**src/mpc_pkg.sv**
```systemverilog
/*
  mpc_pkg: shared constants and types for the mode pin control block.
  assumes: one 20 MHz clock; no register bus, all controls are pins.
*/
package mpc_pkg;
  localparam int unsigned CLK_HZ        = 20000000;
  localparam int unsigned SYNC_STAGES   = 2;
  localparam int unsigned ADDR_BASE_W   = 7;
  localparam logic [6:0]  ADDR_BASE     = 7'h48;  // arbitrary base, lsb strap
  localparam int unsigned SILENCE_HALF  = 8;      // cycles per half period
  localparam logic [3:0]  SILENCE_MAX   = 4'h7;
  localparam int unsigned NUM_PINS      = 12;

  typedef enum logic [1:0] {
    MPC_RATE_18M = 2'b00,
    MPC_RATE_24M = 2'b01,
    MPC_RATE_27M = 2'b10,
    MPC_RATE_RSV = 2'b11
  } mpc_rate_t;

  typedef enum logic [1:0] {
    MPC_ST_RESET = 2'b00,
    MPC_ST_LATCH = 2'b01,
    MPC_ST_RUN   = 2'b10
  } mpc_state_t;
endpackage : mpc_pkg

```
**src/mpc_sync_if.sv**
```systemverilog
/*
  mpc_sync_if: carries raw pin levels into the synchroniser and the
  settled levels back out. assumes one clock domain on the far side.
*/
`timescale 1ns/1ps
`default_nettype none
interface mpc_sync_if;
  import mpc_pkg::*;
  logic [NUM_PINS-1:0] raw;
  logic [NUM_PINS-1:0] sync;
  modport core (output raw, input sync);
  modport sync_side (input raw, output sync);
endinterface : mpc_sync_if
`default_nettype wire

```
**src/mpc_sync.sv**
```systemverilog
/*
  mpc_sync: two-flop synchroniser for every asynchronous pin.
  assumes pins settle between edges often enough for level use.
*/
`timescale 1ns/1ps
`default_nettype none
module mpc_sync
  import mpc_pkg::*;
(
  input  wire logic  clk,  // system clock
  input  wire logic  rst,  // async reset, high
  mpc_sync_if.sync_side  s  // raw in, settled out
);
  genvar g;
  generate
    for (g = 0; g < NUM_PINS; g++) begin : g_bit
      // per-bit flops keep each process the only writer of its state
      logic meta_r;
      logic sync_r;
      always_ff @(posedge clk or posedge rst) begin
        if (rst) begin
          meta_r <= 1'b0;
          sync_r <= 1'b0;
        end else begin
          meta_r <= s.raw[g];
          sync_r <= meta_r;
        end
      end
      assign s.sync[g] = sync_r;
    end
  endgenerate
endmodule : mpc_sync
`default_nettype wire

```
**src/mpc_silence.sv**
```systemverilog
/*
  mpc_silence: free-running square wave with equal high and low time,
  used as the muted pwm pattern. assumes a single clock.
*/
`timescale 1ns/1ps
`default_nettype none
module mpc_silence
  import mpc_pkg::*;
(
  input  wire logic  clk,      // system clock
  input  wire logic  rst,      // async reset, high
  input  wire logic  run,      // count only when enabled
  output logic       square    // 50% duty pattern
);
  logic [3:0] cnt_r;
  logic       sq_r;

  always_ff @(posedge clk or posedge rst) begin
    if (rst) begin
      cnt_r <= 4'h0;
    end else if (!run || cnt_r == SILENCE_MAX) begin
      cnt_r <= 4'h0;
    end else begin
      cnt_r <= cnt_r + 4'h1;
    end
  end

  // toggling on a fixed count keeps high and low time equal
  always_ff @(posedge clk or posedge rst) begin
    if (rst) begin
      sq_r <= 1'b0;
    end else if (!run) begin
      sq_r <= 1'b0;
    end else if (cnt_r == SILENCE_MAX) begin
      sq_r <= ~sq_r;
    end
  end

  assign square = sq_r;
endmodule : mpc_silence
`default_nettype wire

```
**src/mpc_top.sv**
```systemverilog
/*
  mpc_top: pin-level mode control and flag logic of the amplifier.
  assumes all pins are asynchronous to CLK; processing lives elsewhere.
*/
// Functional notes
// - reset low holds low power, defaults
// - latch address strap at reset release
// - software mode interrupt output on condition
// - source pin high picks converter, else serial
// - mute low forces 50% square on pwm
// - foldback enabled only while pin high
// - format pin high i2s, low left-justified
// - two rate pins give clock frequency
// - combined thermal/undervoltage error output
// - overcurrent error output
// - thermal warning output pin
// - headphone pin is detect or mute
// - delay pin is data or warning
`timescale 1ns/1ps
`default_nettype none
module mpc_top
  import mpc_pkg::*;
(
  input  wire logic       CLK,                     // 20 MHz system clock
  input  wire logic       RST,                     // async reset, high
  input  wire logic       RESET_N_PIN,             // reset pin, low
  input  wire logic       HW_MODE,                 // 1 hardware, 0 software
  input  wire logic       AUX_FRAME_OR_ADDR_STRAP, // strap level
  input  wire logic       INPUT_SOURCE_SELECT,     // converter/serial
  input  wire logic       MUTE_N,                  // hardware mute, low
  input  wire logic       FOLDBACK_ENABLE_PIN,     // foldback enable
  input  wire logic       SERIAL_FORMAT_SELECT,    // serial_format_select
  input  wire logic       CLOCK_RATE_SELECT_0,     // rate select bit 0
  input  wire logic       CLOCK_RATE_SELECT_1,     // rate select bit 1
  input  wire logic       HEADPHONE_SENSE_INPUT,   // shared sense pin
  input  wire logic       DELAY_IN_OR_EXT_WARN,    // shared delay pin
  input  wire logic       SW_SENSE_IS_MUTE,        // sense pin role
  input  wire logic       SW_DELAY_IS_WARN,        // delay pin role
  input  wire logic       SW_IRQ_PENDING,          // interrupt condition
  input  wire logic       COND_THERMAL_ERR,        // thermal shutdown
  input  wire logic       COND_UNDERVOLT,          // undervoltage
  input  wire logic       COND_OVERCURRENT,        // overcurrent
  input  wire logic       COND_THERMAL_WARN,       // thermal warning
  input  wire logic [1:0] PWM_DATA,                // pwm from modulator
  output logic            LOW_POWER,               // low power state
  output logic            REG_DEFAULTS,            // registers to default
  output logic [6:0]      TARGET_ADDR,             // bus target address
  output logic            ADDR_VALID,              // address latched
  output logic            USE_CONVERTER,           // audio from converter
  output logic            FMT_I2S,                 // 1 i2s, 0 lj
  output logic            FOLDBACK_ON,             // foldback active
  output logic [1:0]      CLOCK_RATE,              // rate code
  output logic            HP_PRESENT,              // headphone present
  output logic            SENSE_MUTE,              // mute from sense pin
  output logic            DELAY_DATA,              // delay return data
  output logic            EXT_WARN,                // external warning
  output logic [1:0]      PWM_OUT,                 // pwm outputs
  output logic            INT_N_O,                 // interrupt drive level
  output logic            INT_N_OE,                // interrupt enable
  output logic            THERMAL_UV_ERROR_N_O,    // error drive level
  output logic            THERMAL_UV_ERROR_N_OE,   // error enable
  output logic            OVERCURRENT_ERROR_N_O,   // oc drive level
  output logic            OVERCURRENT_ERROR_N_OE,  // oc enable
  output logic            THERMAL_WARN_OUT_O,      // warn drive level
  output logic            THERMAL_WARN_OUT_OE      // warn enable
);
  localparam int P_RSTN = 0;
  localparam int P_STRAP = 1;
  localparam int P_SRC = 2;
  localparam int P_MUTE = 3;
  localparam int P_FB = 4;
  localparam int P_FMT = 5;
  localparam int P_R0 = 6;
  localparam int P_R1 = 7;
  localparam int P_HP = 8;
  localparam int P_DLY = 9;
  localparam int P_MODE = 10;
  localparam int P_SPARE = 11;

  mpc_sync_if sif ();
  mpc_state_t state_r;
  mpc_state_t state_nxt;
  logic       strap_r;
  logic       hw;
  logic       square;
  logic [NUM_PINS-1:0] p;

  assign sif.raw = {1'b0, HW_MODE, DELAY_IN_OR_EXT_WARN,
                    HEADPHONE_SENSE_INPUT, CLOCK_RATE_SELECT_1,
                    CLOCK_RATE_SELECT_0, SERIAL_FORMAT_SELECT,
                    FOLDBACK_ENABLE_PIN, MUTE_N,
                    INPUT_SOURCE_SELECT, AUX_FRAME_OR_ADDR_STRAP,
                    RESET_N_PIN};
  assign p  = sif.sync;
  assign hw = p[P_MODE];

  mpc_sync u_sync (
    .clk (CLK),
    .rst (RST),
    .s   (sif.sync_side)
  );

  // square keeps running only in the run state so it starts clean
  mpc_silence u_sil (
    .clk    (CLK),
    .rst    (RST),
    .run    (state_r == MPC_ST_RUN),
    .square (square)
  );

  always_comb begin
    state_nxt = state_r;
    unique case (state_r)
      MPC_ST_RESET: if (p[P_RSTN]) state_nxt = MPC_ST_LATCH;
      MPC_ST_LATCH: state_nxt = p[P_RSTN] ? MPC_ST_RUN : MPC_ST_RESET;
      MPC_ST_RUN:   if (!p[P_RSTN]) state_nxt = MPC_ST_RESET;
      default:      state_nxt = MPC_ST_RESET;
    endcase
  end

  always_ff @(posedge CLK or posedge RST) begin
    if (RST) begin
      state_r <= MPC_ST_RESET;
    end else begin
      state_r <= state_nxt;
    end
  end

  // strap is sampled once, in the cycle the reset pin is seen released
  always_ff @(posedge CLK or posedge RST) begin
    if (RST) begin
      strap_r <= 1'b0;
    end else if (state_r == MPC_ST_RESET) begin
      // a held reset pin clears the strap; release latches the new level
      strap_r <= p[P_RSTN] ? p[P_STRAP] : 1'b0;
    end
  end

  assign LOW_POWER    = (state_r == MPC_ST_RESET);
  assign REG_DEFAULTS = (state_r == MPC_ST_RESET);
  assign TARGET_ADDR  = {ADDR_BASE[6:1], strap_r};
  assign ADDR_VALID   = (state_r == MPC_ST_RUN);

  // configuration outputs are registered so they change cleanly
  always_ff @(posedge CLK or posedge RST) begin
    if (RST) begin
      USE_CONVERTER <= 1'b0;
      FMT_I2S       <= 1'b0;
      FOLDBACK_ON   <= 1'b0;
      CLOCK_RATE    <= 2'b00;
    end else if (state_r != MPC_ST_RUN) begin
      USE_CONVERTER <= 1'b0;
      FMT_I2S       <= 1'b0;
      FOLDBACK_ON   <= 1'b0;
      CLOCK_RATE    <= 2'b00;
    end else if (hw) begin
      USE_CONVERTER <= p[P_SRC];
      FMT_I2S       <= p[P_FMT];
      FOLDBACK_ON   <= p[P_FB];
      CLOCK_RATE    <= {p[P_R1], p[P_R0]};
    end
  end

  // shared software-mode pins; role chosen by control bits
  always_ff @(posedge CLK or posedge RST) begin
    if (RST) begin
      HP_PRESENT <= 1'b0;
      SENSE_MUTE <= 1'b0;
      DELAY_DATA <= 1'b0;
      EXT_WARN   <= 1'b0;
    end else if (state_r != MPC_ST_RUN || hw) begin
      HP_PRESENT <= 1'b0;
      SENSE_MUTE <= 1'b0;
      DELAY_DATA <= 1'b0;
      EXT_WARN   <= 1'b0;
    end else begin
      HP_PRESENT <= !SW_SENSE_IS_MUTE && p[P_HP];
      SENSE_MUTE <= SW_SENSE_IS_MUTE && p[P_HP];
      DELAY_DATA <= !SW_DELAY_IS_WARN && p[P_DLY];
      EXT_WARN   <= SW_DELAY_IS_WARN && p[P_DLY];
    end
  end

  // silence replaces audio; pwm held low outside run to save power
  always_ff @(posedge CLK or posedge RST) begin
    if (RST) begin
      PWM_OUT <= 2'b00;
    end else if (state_r != MPC_ST_RUN) begin
      PWM_OUT <= 2'b00;
    end else if (hw && !p[P_MUTE]) begin
      PWM_OUT <= {square, square};
    end else begin
      PWM_OUT <= PWM_DATA;
    end
  end

  // open-drain flags: drive low while active, release otherwise
  always_ff @(posedge CLK or posedge RST) begin
    if (RST) begin
      INT_N_OE               <= 1'b0;
      THERMAL_UV_ERROR_N_OE  <= 1'b0;
      OVERCURRENT_ERROR_N_OE <= 1'b0;
      THERMAL_WARN_OUT_OE    <= 1'b0;
    end else if (state_r != MPC_ST_RUN) begin
      INT_N_OE               <= 1'b0;
      THERMAL_UV_ERROR_N_OE  <= 1'b0;
      OVERCURRENT_ERROR_N_OE <= 1'b0;
      THERMAL_WARN_OUT_OE    <= 1'b0;
    end else begin
      INT_N_OE               <= !hw && SW_IRQ_PENDING;
      THERMAL_UV_ERROR_N_OE  <= hw &&
                                (COND_THERMAL_ERR || COND_UNDERVOLT);
      OVERCURRENT_ERROR_N_OE <= hw && COND_OVERCURRENT;
      // warning pin is open drain too, driven high level absent: low=warn
      THERMAL_WARN_OUT_OE    <= hw && COND_THERMAL_WARN;
    end
  end

  assign INT_N_O               = 1'b0;
  assign THERMAL_UV_ERROR_N_O  = 1'b0;
  assign OVERCURRENT_ERROR_N_O = 1'b0;
  assign THERMAL_WARN_OUT_O    = 1'b0;
endmodule : mpc_top
`default_nettype wire

```
**config.mk**
```make
export PLATFORM = sky130hd
export DESIGN_NAME = mpc_top
export DESIGN_NICKNAME = d
export VERILOG_FILES = /design/src/mpc_pkg.sv /design/src/mpc_sync_if.sv /design/src/mpc_sync.sv /design/src/mpc_silence.sv /design/src/mpc_top.sv
export SDC_FILE = /design/constraint.sdc
export NUM_CORES = 1
export LEC_CHECK = 0
export ABC_AREA = 1
export BUFFER_PORTS_ARGS = -buffer_cell sky130_fd_sc_hd__buf_4
export CORE_ASPECT_RATIO = 1.75
export CORE_MARGIN = 4
export CORE_UTILIZATION = 46
export CTS_CLUSTER_DIAMETER = 150
export DETAILED_ROUTE_END_ITERATION = 7
export PLACE_DENSITY_LB_ADDON = 0.15
export SLEW_MARGIN = 30
export SYNTH_ARGS = -nofsm -noshare
export SYNTH_HDL_FRONTEND = slang
export SYNTH_HIERARCHICAL = 1
export SYNTH_SLANG_ARGS = --single-unit
```
**constraint.sdc**
```tcl
create_clock -name CLK -period 2.2 [get_ports CLK]
set_input_delay 0.33 -clock CLK [delete_from_list [all_inputs] [get_ports CLK]]
set_output_delay 0.33 -clock CLK [all_outputs]
set_load 0.02 [all_outputs]
```
Yosys cells after proc, flatten, opt, wreduce, memory -nomap -nowiden:

Index checks and enable logic that the tools add are counted.

* output and inout bits: 29
* register bits: 45
* bits of input ports: 22

* mux-type cells: 26
* reduce and logical (&&, ||, !) cells: 20
* eq/ne operators: 7
* bitwise gates (word level): 1
* $add $sub $neg: 1

Operator list (number)
* $mux W1: 17
* $mux W2: 7
* $logic_and A1 B1 Y1: 9
* $ne A2 B2 Y1 const B: 3
* $pmux W2 S3: 1
* $logic_not A1 Y1: 5
* $add A4 B1 Y4 const B: 1
* $eq A4 B3 Y1 const B: 1
* $mux W4: 1
* $logic_or A1 B1 Y1: 3
* $eq A2 B1 Y1 const B: 1
* $eq A2 B2 Y1 const B: 1
* $logic_not A2 Y1: 1
* $ne A2 B1 Y1 const B: 1
* $reduce_and A2 Y1: 1
* $reduce_bool A2 Y1: 1
* $not A1 Y1: 1

Longest topological paths before layout:

* depth in word-level cells: 4
* mapped depth: 7
* mapped depth without buffers: 7

Cells and area by module:

The synthesis kept the hierarchy.

Modules (own cells, without submodules)
* mpc_top: cells an instance 90, area each 794.5 um2, times used 1
* mpc_sync: cells an instance 37, area each 694.4 um2, times used 1
* mpc_silence: cells an instance 25, area each 225.2 um2, times used 1

Worst setup path after synthesis:

Ideal clock, no wire load.

* path kind: register to output
* from: register state_r[0]
* to: output REG_DEFAULTS
* buffers on the path: 1
* data required time: 1870 ps
* setup slack: 982 ps
* stages on the path, launching flop included: 5
* arrival time: 888 ps
* path through: dfrtp_1 -> inv_1 -> nand2_1 -> inv_1 -> buf_4

* cells in the longest elaborated chain, start to end: 1

RTL lines
* start, declared: line mpc_top.sv:81 `mpc_state_t state_r;`
* start signal, assigned: line mpc_top.sv:125 `state_r <= state_nxt;`
* $logic_not A2 Y1
* end, declared: line mpc_top.sv:46 `output logic REG_DEFAULTS,`

No other way between the ends.

Worst setup path after layout:

* from: register state_r[0]
* to: output ADDR_VALID

* cells in the longest elaborated chain, start to end: 1

RTL lines
* $eq A2 B2 Y1: line mpc_top.sv:142 `assign ADDR_VALID = (state_r == MPC_ST_RUN);`
* end, declared: line mpc_top.sv:48 `output logic ADDR_VALID,`

No other way between the ends.

==> impl_metrics.tcl <==
set metrics [dict create \
    nets 205 \
    crit_type "flip-flop to output port" \
    first_iter_violations 9 \
    grt_overflow_total 0 \
    timing.fmax_mhz 649 \
    tns_ns 0 \
    area_growth_pct 20.5 \
    layout_commonest_cell "dfrtp_1" \
    grt.total_usage 0.120 \
    crit_fanout 9 \
    avgRoutedWirePerCell_um 10.3 \
    post-route-period-util 0.700 \
    outcome "finished clean" \
    start_util 0.483 \
    vias 957 \
    tightest_slew_ns 0.758 \
    die_area_mm2 0.00466 \
    critical-path-top-delay-family "buffers and inverters" \
    drtPass1Iterations 4 \
    fp.coreArea_mm2 0.00343 \
    ios 51 \
    cp.arrival_ns 1.21 \
    cts_setup_buffers 0 \
    fillers 300 \
    crit_slowest_cell "dfrtp_1" \
    syn_inst 149 \
    hold_violations 0 \
    via_per_inst 4.20 \
    layout-drive-gt1-share 0.295 \
    finalSetupViolCount 0 \
    cts_root_buf "clkbuf_8" \
    rsz0062_at_grt "false" \
    numCtsBuffers 5 \
    regArea_mm2 0.00113 \
    final_cell_mix "dfrtp_1 (45), buf_4 (40), nand2_1 (33)" \
    leakagePower_nw 1.08 \
    ant_nets 0 \
    clock_skew_ns 0.00669 \
    die_h_um 87.4 \
    die_w_um 53.4 \
    power_density_mw_per_mm2 840 \
    min_period_ns 1.54 \
    path_common_cell "inv_1" \
    hold_path_class "input port to flip-flop" \
    drv_slew 0 \
    startpoint_type "flip-flop" \
    clockBufferDepth 2 \
    clock_latency_ns 0.29 \
    synth_area_mm2 0.00166 \
    cts.sinks 45 \
    cp.required_ns 1.87 \
    grt_pass1_wl_um 3960 \
    routed_wl_um 2360 \
    max_slew_margin 0.494 \
    hpwl_um 1850 \
    path_buf_inv 3 \
    drc 0 \
    hold_ws_ns 0.147 \
    rows 28 \
    path_cells "inv_1, nand2_4, inv_1, buf_4" \
    gp_congestion 0.723 \
    htree_levels 2 \
    multiInputGateArea_um2 328 \
    avgSynthCellArea_um2 11.1 \
    cts_tree "done" \
    antenna_found_initial 0 \
    cts_resized 0 \
    peakVddDrop_mv 0.581 \
    io_buffers 40 \
    grt_pass1_vias 943 \
    cp-end-kind "output port" \
    maxCapViolCount 0 \
    cts.clk_slew.worst_paths_ns 0.08 \
    critPathMaxStageDelay_ns 0.37 \
    num_antenna_cells 0 \
    ys_warn_count 6 \
    grt_max_degree 23 \
]
per-stage QoR:
stage                     total power, mW  setup slack [ns]  utilization  instance area [um2]  instances
after detailed placement             1.08             0.966        0.545                 1870        219
after floorplan                      1.04             0.982            -                 1690        157
after CTS                            1.71             0.638        0.582                 2000        228
after global routing                 1.76             0.543        0.582                 2000        228
final                                1.68             0.659        0.582                 2000        228
after global placement               1.07              1.01        0.545                 1870        219
path summary, 6_finish.rpt:
| path | depth (start not counted) | slack [ns] | start | to |
|---|---|---|---|---|
| setup / recovery | 4 | 0.66 | state_r[0] | ADDR_VALID |
| hold / removal | 1 | 0.15 | HW_MODE | u_sync/g_bit[10].meta_r |
| setup reg to reg | 6 | 1.13 | state_r[0] | u_sil/square |
| hold reg to reg | 0 | 0.35 | u_sync/g_bit[1].meta_r | u_sync/g_bit[1].sync_r |
| max in group asynchronous | 3 | 0.96 | RST | u_sync/g_bit[8].sync_r |
| min in group asynchronous | 3 | 0.51 | RST | u_sil/cnt_r[2] |
routing by layer:
metal  wire length [um]  track usage
met3                167       0.0377
met4                 50       0.0698
met5                  0            0
met2               1310        0.202
met1                825        0.125
sequential cells by signal (all words and copies together), names as in the netlist, 2 cells and up:
name / flops
state_r: 2
CLOCK_RATE: 2
u_sync/g_bit.meta_r: 11
u_sil/cnt_r: 4
PWM_OUT: 2
u_sync/g_bit.sync_r: 11
repair_timing:
item,in CTS,in global routing
hold buffers,1,0
endpoints found under the hold margin,5,0
setup endpoints to repair,0,0
where the power goes:
part           internal, mW  leakage [nW]  total, mW  switching (mW)
Clock                 0.370        0.0585      0.616           0.246
Sequential            0.868         0.571      0.887          0.0196
Combinational        0.0671         0.452      0.175           0.108
final cells by class:
type,count,area share
clock buffer,7,0.0432
clock inverter,1,0.0150
inverter,16,0.0301
multi-input combinational,73,0.164
sequential,45,0.564
tap,45,0.0282
timing repair buffer,41,0.155
No activity file was read; power rests on OpenSTA's default activity.
